### config.mk
export PLATFORM = sky130hd
export DESIGN_NAME = mar_result_regs
export DESIGN_NICKNAME = d
export VERILOG_FILES = /design/src/hw/mar_pkg.sv /design/src/hw/mar_cal_alu.sv /design/src/hw/mar_temp_fmt.sv /design/src/hw/mar_result_regs.sv
export VERILOG_INCLUDE_DIRS = /design/src /design/src/hw
export SDC_FILE = /design/constraint.sdc
export NUM_CORES = 1
export LEC_CHECK = 0
export BUFFER_PORTS_ARGS = -buffer_cell sky130_fd_sc_hd__buf_2
export CORE_MARGIN = 5
export CORE_UTILIZATION = 60
export DETAILED_ROUTE_END_ITERATION = 8
export GPL_TIMING_DRIVEN = 0
export PLACE_DENSITY = 0.91
export SLEW_MARGIN = 30
export SYNTH_ARGS = -nofsm -noshare
export SYNTH_HDL_FRONTEND = slang
export SYNTH_SLANG_ARGS = --single-unit
### constraint.sdc
create_clock -name clk_sys -period 23.9 [get_ports clk_sys]
set_clock_uncertainty 0.1 [all_clocks]
set_input_delay 5.975 -clock clk_sys [delete_from_list [all_inputs] [get_ports clk_sys]]
set_output_delay 5.975 -clock clk_sys [all_outputs]
set_load 0.005 [all_outputs]
### src/hw/mar_params.svh
/*
 * offsets, field positions, reset values and timing counts of the monitor
 * result registers; assumes byte addressing within serial address A2h
 */
`ifndef MAR_PARAMS_SVH
`define MAR_PARAMS_SVH

`define MAR_OFS_TEMP_HIGH 8'h60
`define MAR_OFS_TEMP_LOW 8'h61
`define MAR_OFS_VOLT_HIGH 8'h62
`define MAR_OFS_VOLT_LOW 8'h63
`define MAR_OFS_BIAS_HIGH 8'h64
`define MAR_OFS_BIAS_LOW 8'h65
`define MAR_OFS_TXPWR_HIGH 8'h66
`define MAR_OFS_TXPWR_LOW 8'h67

`define MAR_CFG6_TEMP_HALF_BIT 1
`define MAR_TEMP_HALF_POS 7
`define MAR_RESULT_RESET 16'h0000
`define MAR_TEMP_RESET 9'h000
`define MAR_SLOPE_FRAC 8
`define MAR_RD_LATENCY 1

`endif

### src/hw/mar_pkg.sv
/*
 * types shared by the monitor result register block;
 * assumes nothing of its surroundings
 */
package mar_pkg;

    // scan order of the converter
    typedef enum logic [1:0] {
        MAR_CH_TEMP,
        MAR_CH_VOLT,
        MAR_CH_BIAS,
        MAR_CH_TXPWR
    } mar_chan_t;

    typedef logic [15:0] mar_pair_t;

endpackage

### src/hw/mar_cal_alu.sv
/*
 * slope and offset correction of one raw conversion;
 * assumes the raw byte is msb aligned and the coefficients are static
 */
`timescale 1ns/1ns
`include "mar_params.svh"

module mar_cal_alu (
    // raw conversion
    input wire logic [7:0] raw_byte,
    // coefficients: slope unsigned 8.8, offset signed
    input wire logic [15:0] slope,
    input wire logic [15:0] offset,
    // corrected result
    output mar_pkg::mar_pair_t corrected
);
    import mar_pkg::*;

    logic [31:0] prod;
    logic [23:0] scaled;
    logic signed [25:0] sum;

    assign prod = {16'h0000, raw_byte, 8'h00} * {16'h0000, slope};
    assign scaled = prod[23 + `MAR_SLOPE_FRAC:`MAR_SLOPE_FRAC];
    assign sum = $signed({2'b00, scaled}) + $signed({{10{offset[15]}}, offset});

    // clamp, since a negative offset or a steep slope can leave the range
    always_comb begin
        if (sum < 0) begin
            corrected = 16'h0000;
        end else if (sum > 26'sh000FFFF) begin
            corrected = 16'hFFFF;
        end else begin
            corrected = sum[15:0];
        end
    end

endmodule

### src/hw/mar_temp_fmt.sv
/*
 * formats the stored nine-bit temperature into its register byte pair;
 * assumes the input counts half degrees in two's complement
 */
`timescale 1ns/1ns
`include "mar_params.svh"

module mar_temp_fmt (
    // stored result and resolution option
    input wire logic [8:0] temp_half,
    input wire logic half_res_en,
    // register bytes
    output logic [7:0] high,
    output logic [7:0] low
);
    import mar_pkg::*;

    // high byte is whole degrees, sign kept
    assign high = temp_half[8:1]; // RL1

    always_comb begin
        low = 8'h00; // RL2
        if (half_res_en) begin
            low[`MAR_TEMP_HALF_POS] = temp_half[0]; // RL3
        end
    end

endmodule

### src/hw/mar_result_regs.sv
/*
 * monitor converter result registers, bytes 60h to 67h of serial address
 * A2h, with read port, optional internal calibration and first-cycle gating;
 * assumes a serial port engine that presents byte reads and writes
 * synchronous to clk_sys and a converter that scans all four channels
 */
`timescale 1ns/1ns
`include "mar_params.svh"

// Operation
// RL1: temperature is signed two's complement, one degree per high byte step.
// RL2: with config six bit 1 low, whole degrees only, low byte zero.
// RL3: with config six bit 1 high, half degree in low byte msb.
// RL4: temperature high byte shows a measurement only after first conversion.
// RL5: voltage is unsigned 16 bits, 25.6 mV high step, 0.1 mV low.
// RL6: external mode: raw voltage byte in high byte, low byte zero.
// RL7: internal mode: slope and offset correct voltage, bias and power.
// RL8: external mode: host applies the coefficients itself.
// RL9: bias is unsigned 16 bits, 512 uA high step, 2 uA low.
// RL10: external mode: raw bias byte in high byte, low byte zero.
// RL11: power is unsigned 16 bits, 25.6 uW high step, 0.1 uW low.
// RL12: external mode: raw power byte in high byte, low byte zero.
// RL13: voltage, bias, power read zero until one full scan completes.
// RL14: pairs high byte first: temp 96, voltage, bias, power to 103.
// RL15: writes to result registers are ignored, results unchanged.
module mar_result_regs #(
    parameter int ADC_W = 8
) (
    // clock and reset
    input wire logic clk_sys,
    input wire logic rst,

    // converter results
    input wire logic conv_valid,
    input wire mar_pkg::mar_chan_t conv_chan,
    input wire logic [ADC_W-1:0] conv_raw,
    input wire logic [8:0] conv_temp,

    // calibration setup
    input wire logic internal_cal_mode,
    input wire logic [7:0] factory_config_reg_six,
    input wire logic [15:0] voltage_slope_coeff,
    input wire logic [15:0] voltage_offset_coeff,
    input wire logic [15:0] bias_slope_coeff,
    input wire logic [15:0] bias_offset_coeff,
    input wire logic [15:0] tx_power_slope_coeff,
    input wire logic [15:0] tx_power_offset_coeff,

    // byte register port
    input wire logic reg_rd_en,
    input wire logic reg_wr_en,
    input wire logic [7:0] reg_addr,
    input wire logic [7:0] reg_wr_data,
    output logic [7:0] reg_rd_data,
    output logic reg_rd_hit,
    output logic reg_wr_ignored,

    // status
    output logic first_cycle_busy
);
    import mar_pkg::*;

    localparam int NCH = 3;

    if (ADC_W < 1 || ADC_W > 8) begin : g_bad_width
        $error("ADC_W must lie between 1 and 8");
    end

    logic [7:0] raw_byte;
    logic [15:0] slope_sel [NCH];
    logic [15:0] offset_sel [NCH];
    mar_pair_t pair_q [NCH];
    logic [8:0] temp_q;
    logic [3:0] seen;
    logic cycle_done;
    logic temp_seen;
    logic [7:0] temp_high;
    logic [7:0] temp_low;
    logic [7:0] next_rd_data;
    logic next_rd_hit;
    logic in_range;

    // narrow converters are msb aligned so full scale stays full scale
    assign raw_byte = 8'(conv_raw) << (8 - ADC_W);

    assign slope_sel[0] = voltage_slope_coeff;
    assign slope_sel[1] = bias_slope_coeff;
    assign slope_sel[2] = tx_power_slope_coeff;
    assign offset_sel[0] = voltage_offset_coeff;
    assign offset_sel[1] = bias_offset_coeff;
    assign offset_sel[2] = tx_power_offset_coeff;

    // voltage, bias and power share one structure
    for (genvar i = 0; i < NCH; i++) begin : g_ch
        mar_pair_t corrected;

        mar_cal_alu u_alu (
            .raw_byte(raw_byte),
            .slope(slope_sel[i]),
            .offset(offset_sel[i]),
            .corrected(corrected)
        );

        always_ff @(posedge clk_sys) begin
            if (rst) begin
                pair_q[i] <= `MAR_RESULT_RESET; // RL13
            end else if (conv_valid && conv_chan == mar_chan_t'(i + 1)) begin
                if (internal_cal_mode) begin
                    pair_q[i] <= corrected; // RL7
                end else begin
                    // raw byte only: correction is left to the host
                    pair_q[i] <= {raw_byte, 8'h00}; // RL6 RL10 RL12
                end
            end
        end
    end

    always_ff @(posedge clk_sys) begin
        if (rst) begin
            temp_q <= `MAR_TEMP_RESET;
        end else if (conv_valid && conv_chan == MAR_CH_TEMP) begin
            temp_q <= conv_temp; // RL1
        end
    end

    // one bit per channel; a full scan is every channel seen once
    always_ff @(posedge clk_sys) begin
        if (rst) begin
            seen <= 4'h0;
        end else if (conv_valid) begin
            seen[conv_chan] <= 1'b1;
        end
    end

    assign cycle_done = &seen;
    assign temp_seen = seen[MAR_CH_TEMP];
    assign first_cycle_busy = ~cycle_done;

    // format at read time so a resolution change applies at once
    mar_temp_fmt u_temp (
        .temp_half(temp_q),
        .half_res_en(factory_config_reg_six[`MAR_CFG6_TEMP_HALF_BIT]),
        .high(temp_high),
        .low(temp_low)
    );

    always_comb begin
        next_rd_data = 8'h00;
        next_rd_hit = 1'b1;
        case (reg_addr) // RL14
            `MAR_OFS_TEMP_HIGH: begin
                next_rd_data = temp_seen ? temp_high : 8'h00; // RL4
            end
            `MAR_OFS_TEMP_LOW: begin
                next_rd_data = temp_seen ? temp_low : 8'h00; // RL2 RL3
            end
            `MAR_OFS_VOLT_HIGH: begin
                next_rd_data = cycle_done ? pair_q[0][15:8] : 8'h00; // RL5 RL13
            end
            `MAR_OFS_VOLT_LOW: begin
                next_rd_data = cycle_done ? pair_q[0][7:0] : 8'h00; // RL5 RL13
            end
            `MAR_OFS_BIAS_HIGH: begin
                next_rd_data = cycle_done ? pair_q[1][15:8] : 8'h00; // RL9 RL13
            end
            `MAR_OFS_BIAS_LOW: begin
                next_rd_data = cycle_done ? pair_q[1][7:0] : 8'h00; // RL9 RL13
            end
            `MAR_OFS_TXPWR_HIGH: begin
                next_rd_data = cycle_done ? pair_q[2][15:8] : 8'h00; // RL11 RL13
            end
            `MAR_OFS_TXPWR_LOW: begin
                next_rd_data = cycle_done ? pair_q[2][7:0] : 8'h00; // RL11 RL13
            end
            default: begin
                next_rd_hit = 1'b0;
            end
        endcase
    end

    always_ff @(posedge clk_sys) begin
        if (rst) begin
            reg_rd_data <= 8'h00;
            reg_rd_hit <= 1'b0;
        end else if (reg_rd_en) begin
            reg_rd_data <= next_rd_data;
            reg_rd_hit <= next_rd_hit;
        end else begin
            reg_rd_hit <= 1'b0;
        end
    end

    assign in_range = reg_addr >= `MAR_OFS_TEMP_HIGH && reg_addr <= `MAR_OFS_TXPWR_LOW;

    // no path from reg_wr_data to any result; only a flag is raised
    always_ff @(posedge clk_sys) begin
        if (rst) begin
            reg_wr_ignored <= 1'b0;
        end else begin
            reg_wr_ignored <= reg_wr_en && in_range; // RL15
        end
    end
endmodule

==> impl_metrics.tcl, run 1 <==
set metrics [dict create \
    worstMarginPinSlew_ns 1.016 \
    endpoint_kind "flip-flop" \
    synth_area_leader_cell "fa_1" \
    place_hpwl_mm 44.13 \
    viasPerCell 6.089 \
    synth_xor_area_share_pct 5.072 \
    busiest_layer "met2" \
    r2r_slack_ns 22.12 \
    seq_area_um2 1902 \
    cts_tree "built" \
    post_cts_buffers 0 \
    placeableCoreArea_um2 31560 \
    h-tree-depth 3 \
    synthCells 2205 \
    synth_seq_cells 71 \
    use_met2_pct 48.93 \
    synth_area_per_cell_um2 8.693 \
    setup_tns_ns 0 \
    cts_made_buffers 9 \
    outcome "complete, no violations" \
    synthSimpleGateAreaFrac_pct 20.69 \
    critPathMaxStageDelay_ns 0.81 \
    clk_latency_ns 0.34 \
    clockBufferDepth 2 \
    syn_area_um2 19170 \
    synth_compound_area_share_pct 14.67 \
    crit_arrival_ns 14.54 \
    cp_slowest_cell "clkbuf_1" \
    fp.dieH_um 188.7 \
    cts_root_buf "clkbuf_16" \
    multi_input_area_um2 15900 \
    grt_pass1_vias 17170 \
    port-buffer-count 140 \
    timing.hold.ws_ns 0.3573 \
    num-fill-cells 2451 \
    routed_wl_mm 53.94 \
    yosysSeqAreaShare_pct 9.922 \
    nNetsFinal 2974 \
    drc 0 \
    dr.first_iter.drc_count 1631 \
    synth_edf_count 48 \
    stdcell_count 2774 \
    post-place-cells 2747 \
    synth_adder_area_share_pct 40.80 \
    finalSetupViolations 0 \
    final_util_pct 65.58 \
    antenna_found_initial 7 \
    synth_top_area_share_pct 26.63 \
    layout-drive-gt1-share_pct 7.790 \
    start_kind "primary input" \
    required_ns 23.83 \
    yosysWarnings 0 \
    async_flop_share_pct 0 \
    fmaxAchievable_mhz 68.45 \
    final.min_clock_period_ns 14.61 \
    yosys-top-cells-area "fa_1 (27%), ha_1 (14%), and2_1 (10%), edfxtp_1 (7.5%), inv_1 (6.1%)" \
    rr_endpoint "reg_rd_data[7]" \
    grt_max_degree 20 \
    synth_top_family_by_area "adder cells" \
    cts.sinks 71 \
    crit-reg2reg-launch "pair_q[2][7]" \
    drv_slew 0 \
    wire_per_inst_um 19.44 \
    ctsHoldBuffers 0 \
    synthTopCellsByCount "and2_1 (320), inv_1 (310), fa_1 (255), ha_1 (217), nand2_1 (176)" \
    synth_most_common_cell "and2_1" \
    first_pass_iters 6 \
    cts-resized-gates 0 \
    path_buf_inv 7 \
    dieArea_um2 35620 \
    vias 16890 \
    hold_end "reg_rd_data[0]" \
    min_path_cells 2 \
    row_count 65 \
    gp_congestion 0.9561 \
    grtUsageMet3_pct 5.484 \
    hold_viol 0 \
    start_util_pct 60.74 \
    criticalPathCategory "primary input to flip-flop" \
    grt.total_usage_pct 29.95 \
    area_growth_pct 7.964 \
    grt_use_met1_pct 38.50 \
    post-route-period-util_pct 61.13 \
    grt_pass1_wl_mm 86.51 \
    cap_viol_max_count 0 \
    slew_headroom_pct 32.25 \
    synth_flop_cell "edfxtp_1" \
    rsz0062_at_grt "no" \
    hp-class "flip-flop to flip-flop" \
    num_io_pins 156 \
    ant_nets 0 \
    worstRegToRegCells 5 \
    syn_nets 2822 \
    cp_top_family "adder cells" \
    synth_cell_type_count 75 \
    overflow 0 \
    yosys-mux-area-fraction_pct 1.678 \
    dieWidth_um 188.7 \
    worst-path-max-fanout 10 \
    cts.clk_slew.worst_paths_ns 0.06 \
    hold_start "reg_rd_data[0]" \
]
-- stage by stage --
step	worst slack [ns]	instance area [um^2]
after detailed placement	9.200	20370
after floorplan	11.05	19170
after global routing	9.001	20690
after global placement	9.295	20370
after CTS	9.537	20650
final	9.290	20690
-- worst register-to-register path, delay by kind of cell, from the launching register on --
kind | cells | cell delay (ns)
compound gates | 4 | 0.72
flops | 1 | 0.37
mux | 1 | 0.49
-- cell type report --
class                      count  share of cell area (%)
antenna                       10                  0.1209
clock inverter                 5                  0.2358
timing repair buffer         141                   3.440
tap                          402                   2.431
buffer                        56                   1.016
inverter                     310                   5.623
multi-input combinational   1768                   76.82
sequential                    71                   9.190
clock buffer                  11                   1.125
-- cell usage in the layout (no fill, tap or decap), drive strengths merged, types with 8 or more instances in the layout --
master  instances
and2          320
inv           310
fa            255
ha            217
nand2         176
a21oi         151
buf           143
nor2           80
xnor2          69
o21ai          66
clkbuf         65
a21o           48
edfxtp         48
xor2           42
nand3          27
nand2b         26
o21bai         24
dfxtp          23
o21a           20
nor3           19
a211oi         18
a22oi          16
nand4          13
and3           13
mux2i          13
nor4           13
nor2b          12
a31oi          11
diode          10
or3             9
a22o            9
o31ai           8
mux4            8
-- layer usage --
| layer | wire length [um] | vias up | share of wire [%] |
|---|---|---|---|
| li1 | - | 7645 | - |
| met1 | 21000 | 8115 | 39 |
| met2 | 24740 | 913 | 46 |
| met3 | 4999 | 217 | 9.3 |
| met4 | 3199 | 0 | 5.9 |
| met5 | 0 | - | 0 |
-- state kept, by name, indices dropped and copies added (netlist names) --
name and count:
pair_q 48, temp_q 9, reg_rd_data 8, seen 4, reg_rd_hit 1, reg_wr_ignored 1
-- cells by family (layout without fill, tap and decap cells) --
| kind of cell | after synthesis | in the layout |
|---|---|---|
| AOI/OAI and AO/OA | 430 | 430 |
| adders and majority gates | 472 | 472 |
| and+or+nand+nor | 733 | 733 |
| DFF | 71 | 71 |
| xor gates and xnor gates | 111 | 111 |
| other | 0 | 10 |
| muxes | 22 | 22 |
| buffers and inverters | 366 | 523 |
-- worst max path at each step --
stage / end / startpoint / slack (ns) / cells past startpoint
finish: pair_q[1][12] / conv_raw[5] / 9.29 / 27
global placement: pair_q[2][15] / conv_raw[5] / 9.29 / 29
floorplan: pair_q[1][0] / conv_raw[5] / 11.05 / 26
CTS: pair_q[2][15] / conv_raw[5] / 9.54 / 29
global route: pair_q[2][15] / conv_raw[5] / 9.00 / 30
detailed placement: pair_q[2][15] / conv_raw[5] / 9.20 / 29
Power of run 1 is not shown: default switching activity piles up to over one toggle a cycle in this logic, so the estimate is an artifact.
==> inputs of run 2 (changes only) <==
--- a/config.mk
+++ b/config.mk
@@ -6,6 +6,7 @@
 export SDC_FILE = /design/constraint.sdc
 export NUM_CORES = 1
 export LEC_CHECK = 0
+export ABC_AREA = 1
 export BUFFER_PORTS_ARGS = -buffer_cell sky130_fd_sc_hd__buf_2
 export CORE_MARGIN = 5
 export CORE_UTILIZATION = 60
==> constraint.sdc (replaced) <==
create_clock -name clk_sys -period 14.65 [get_ports clk_sys]
set_clock_uncertainty 0.1 [all_clocks]
set_input_delay 3.6625 -clock clk_sys [delete_from_list [all_inputs] [get_ports clk_sys]]
set_output_delay 3.6625 -clock clk_sys [all_outputs]
set_load 0.005 [all_outputs]
==> run 2 against run 1 <==
Net effect:
- first-iteration DRC count rose by 14%
- non-clock buffer count fell by 9
- worst setup slack got worse by 6.2 ns
- core utilization fell by 1.0 points
- critical path depth rose by 11
- sequential share of layout area fell by 0.68 points
- via count rose by 19%
- sequential cell count did not move
- synthesized area rose by 9.9%
- hold slack improved by 0.0074 ns
- design area rose by 8.1%
- final cell count rose by 34%
==> impl_metrics.tcl, run 2 <==
set metrics [dict create \
    synth_top_area_share_pct 24.25 \
    yosysWarnings 0 \
    ctsHoldBuffers 0 \
    drc 0 \
    synth_area_leader_cell "fa_1" \
    synth_cell_type_count 50 \
    synth_edf_count 48 \
    synth_seq_cells 71 \
    grtUsageMet3_pct 8.153 \
    slew_headroom_pct 23.73 \
    num_io_pins 156 \
    async_flop_share_pct 0 \
    cts_tree "built" \
    synthSimpleGateAreaFrac_pct 25.04 \
    final.min_clock_period_ns 11.55 \
    crit_arrival_ns 11.52 \
    busiest_layer "met2" \
    cp_slowest_cell "clkbuf_1" \
    fmaxAchievable_mhz 86.60 \
    synth_area_per_cell_um2 6.655 \
    grt_pass1_wl_mm 95.85 \
    routed_wl_mm 59.07 \
    grt.total_usage_pct 30.25 \
    rsz0062_at_grt "no" \
    port-buffer-count 83 \
    placeableCoreArea_um2 34630 \
    overflow 0 \
    antenna_found_initial 5 \
    cap_viol_max_count 0 \
    viasPerCell 5.391 \
    worstMarginPinSlew_ns 1.144 \
    first_pass_iters 6 \
    gp_congestion 1.026 \
    finalSetupViolations 0 \
    synth_most_common_cell "nand2_1" \
    min_path_cells 1 \
    synth_xor_area_share_pct 4.077 \
    grt_use_met1_pct 40.60 \
    place_hpwl_mm 49.27 \
    most-common-layout-cells "nand2_1 (942), inv_1 (822), fa_1 (255)" \
    layout-drive-gt1-share_pct 5.731 \
    yosys-top-cells-area "fa_1 (24%), nand2_1 (17%), inv_1 (15%), ha_1 (13%), edfxtp_1 (6.8%)" \
    synth_flop_cell "edfxtp_1" \
    critPathMaxStageDelay_ns 0.85 \
    post-route-period-util_pct 78.82 \
    reg.largest.list "pair_q x48, temp_q x9, reg_rd_data x8" \
    row_count 68 \
    final_common_cell "nand2_1" \
    cts.clk_slew.worst_paths_ns 0.06 \
    worst-path-max-fanout 10 \
    cts-resized-gates 0 \
    start_util_pct 60.80 \
    num-fill-cells 2968 \
    start_kind "primary input" \
    multi_input_area_um2 15580 \
    yosys-mux-area-fraction_pct 0 \
    top_register "pair_q" \
    synthCells 3164 \
    ant_nets 0 \
    wire_per_inst_um 15.87 \
    synthTopCellsByCount "nand2_1 (942), inv_1 (822), fa_1 (255), ha_1 (217), a21oi_1 (168)" \
    crit_top_cell "nand2_1" \
    grt_pass1_vias 19670 \
    syn_nets 3781 \
    largest_reg_flops 48 \
    use_met2_pct 47.24 \
    setup_tns_ns 0 \
    fin_ws_ns 3.103 \
    clockBufferDepth 2 \
    timing.hold.ws_ns 0.3647 \
    hold_viol 0 \
    criticalPathCategory "primary input to flip-flop" \
    hp-class "flip-flop to flip-flop" \
    area_growth_pct 6.198 \
    synth_adder_area_share_pct 37.14 \
    yosysSeqAreaShare_pct 9.033 \
    cts_made_buffers 9 \
    syn_area_um2 21060 \
    clk_latency_ns 0.33 \
    cts.sinks 71 \
    dieWidth_um 197.3 \
    dr.first_iter.drc_count 1866 \
    fp.dieH_um 197.3 \
    grt_max_degree 17 \
    endpoint_kind "flip-flop" \
    post-place-ws_ns 3.116 \
    cts_root_buf "clkbuf_16" \
    dieArea_um2 38940 \
    drv_slew 0 \
    synth_compound_area_share_pct 7.737 \
    nNetsFinal 3875 \
    required_ns 14.62 \
    outcome "complete, no violations" \
    worstRegToRegCells 5 \
    vias 20070 \
    seq_area_um2 1902 \
    post_cts_buffers 0 \
    h-tree-depth 3 \
    synth_top_family_by_area "adder cells" \
]
[run 2: changes by cell type after synthesis, sizes merged, moves of 19 or more]
| cell | change |
|---|---|
| xnor2 | -32 |
| a21oi | +20 |
| a21o | -46 |
| clkbuf | +46 |
| and2 | -319 |
| nand2b | -26 |
| inv | +512 |
| nand4 | +25 |
| nor2 | +67 |
| nand2 | +789 |
| xor2 | +19 |
| nand3 | +76 |
[run 2: path summary, 6_finish.rpt]
kind / end / startpoint / slack (ns)
max: pair_q[0][14] / conv_raw[7] / 3.10
min: seen[1] / seen[1] / 0.36
max reg2reg: reg_rd_data[7] / seen[0] / 13.07
min reg2reg: seen[1] / seen[1] / 0.36
[run 2: kinds of logic after synthesis]
kind of cell               after synthesis
xor gates and xnor gates                98
AOI/OAI and AO/OA                      297
DFF                                     71
adders and majority gates              472
and+or+nand+nor                       1297
buffers and inverters                  929
[run 2: cell type report]
cell class                      count  share of cell area (%)
Inverter                          824                   13.83
Antenna cell                        4                 0.04477
Timing Repair Buffer               83                   1.858
Buffer                            105                   2.154
Clock buffer                       11                   1.136
Clock inverter                      5                  0.2462
Multi-Input combinational cell   2164                   69.68
Sequential cell                    71                   8.505
Tap cell                          455                   2.546
[run 2: critical path: cells and delay by family]
kind / cells / cell delay [ns]
adders and majority gates: 6 / 2.86
and+or+nand+nor: 20 / 2.50
buffers and inverters: 7 / 1.55
AOI/OAI and AO/OA: 5 / 0.95
[run 2: metrics by stage]
step / utilization, % / std cells / area (um^2)
2_1_floorplan: - / 3164 / 21060
3_3_place_gp: 63.65 / 3702 / 22040
3_5_place_dp: 63.65 / 3702 / 22040
4_1_cts: 64.54 / 3718 / 22350
5_1_grt: 64.56 / 3720 / 22360
6_report: 64.57 / 3722 / 22360
[run 2: layer usage]
layer / vias up / wire length (um)
met1: 9118 / 23180
met2: 1077 / 25590
met3: 222 / 7562
met5: - / 38
met4: 6 / 2698
li1: 9642 / -
Power of run 2 is left out for the same reason.
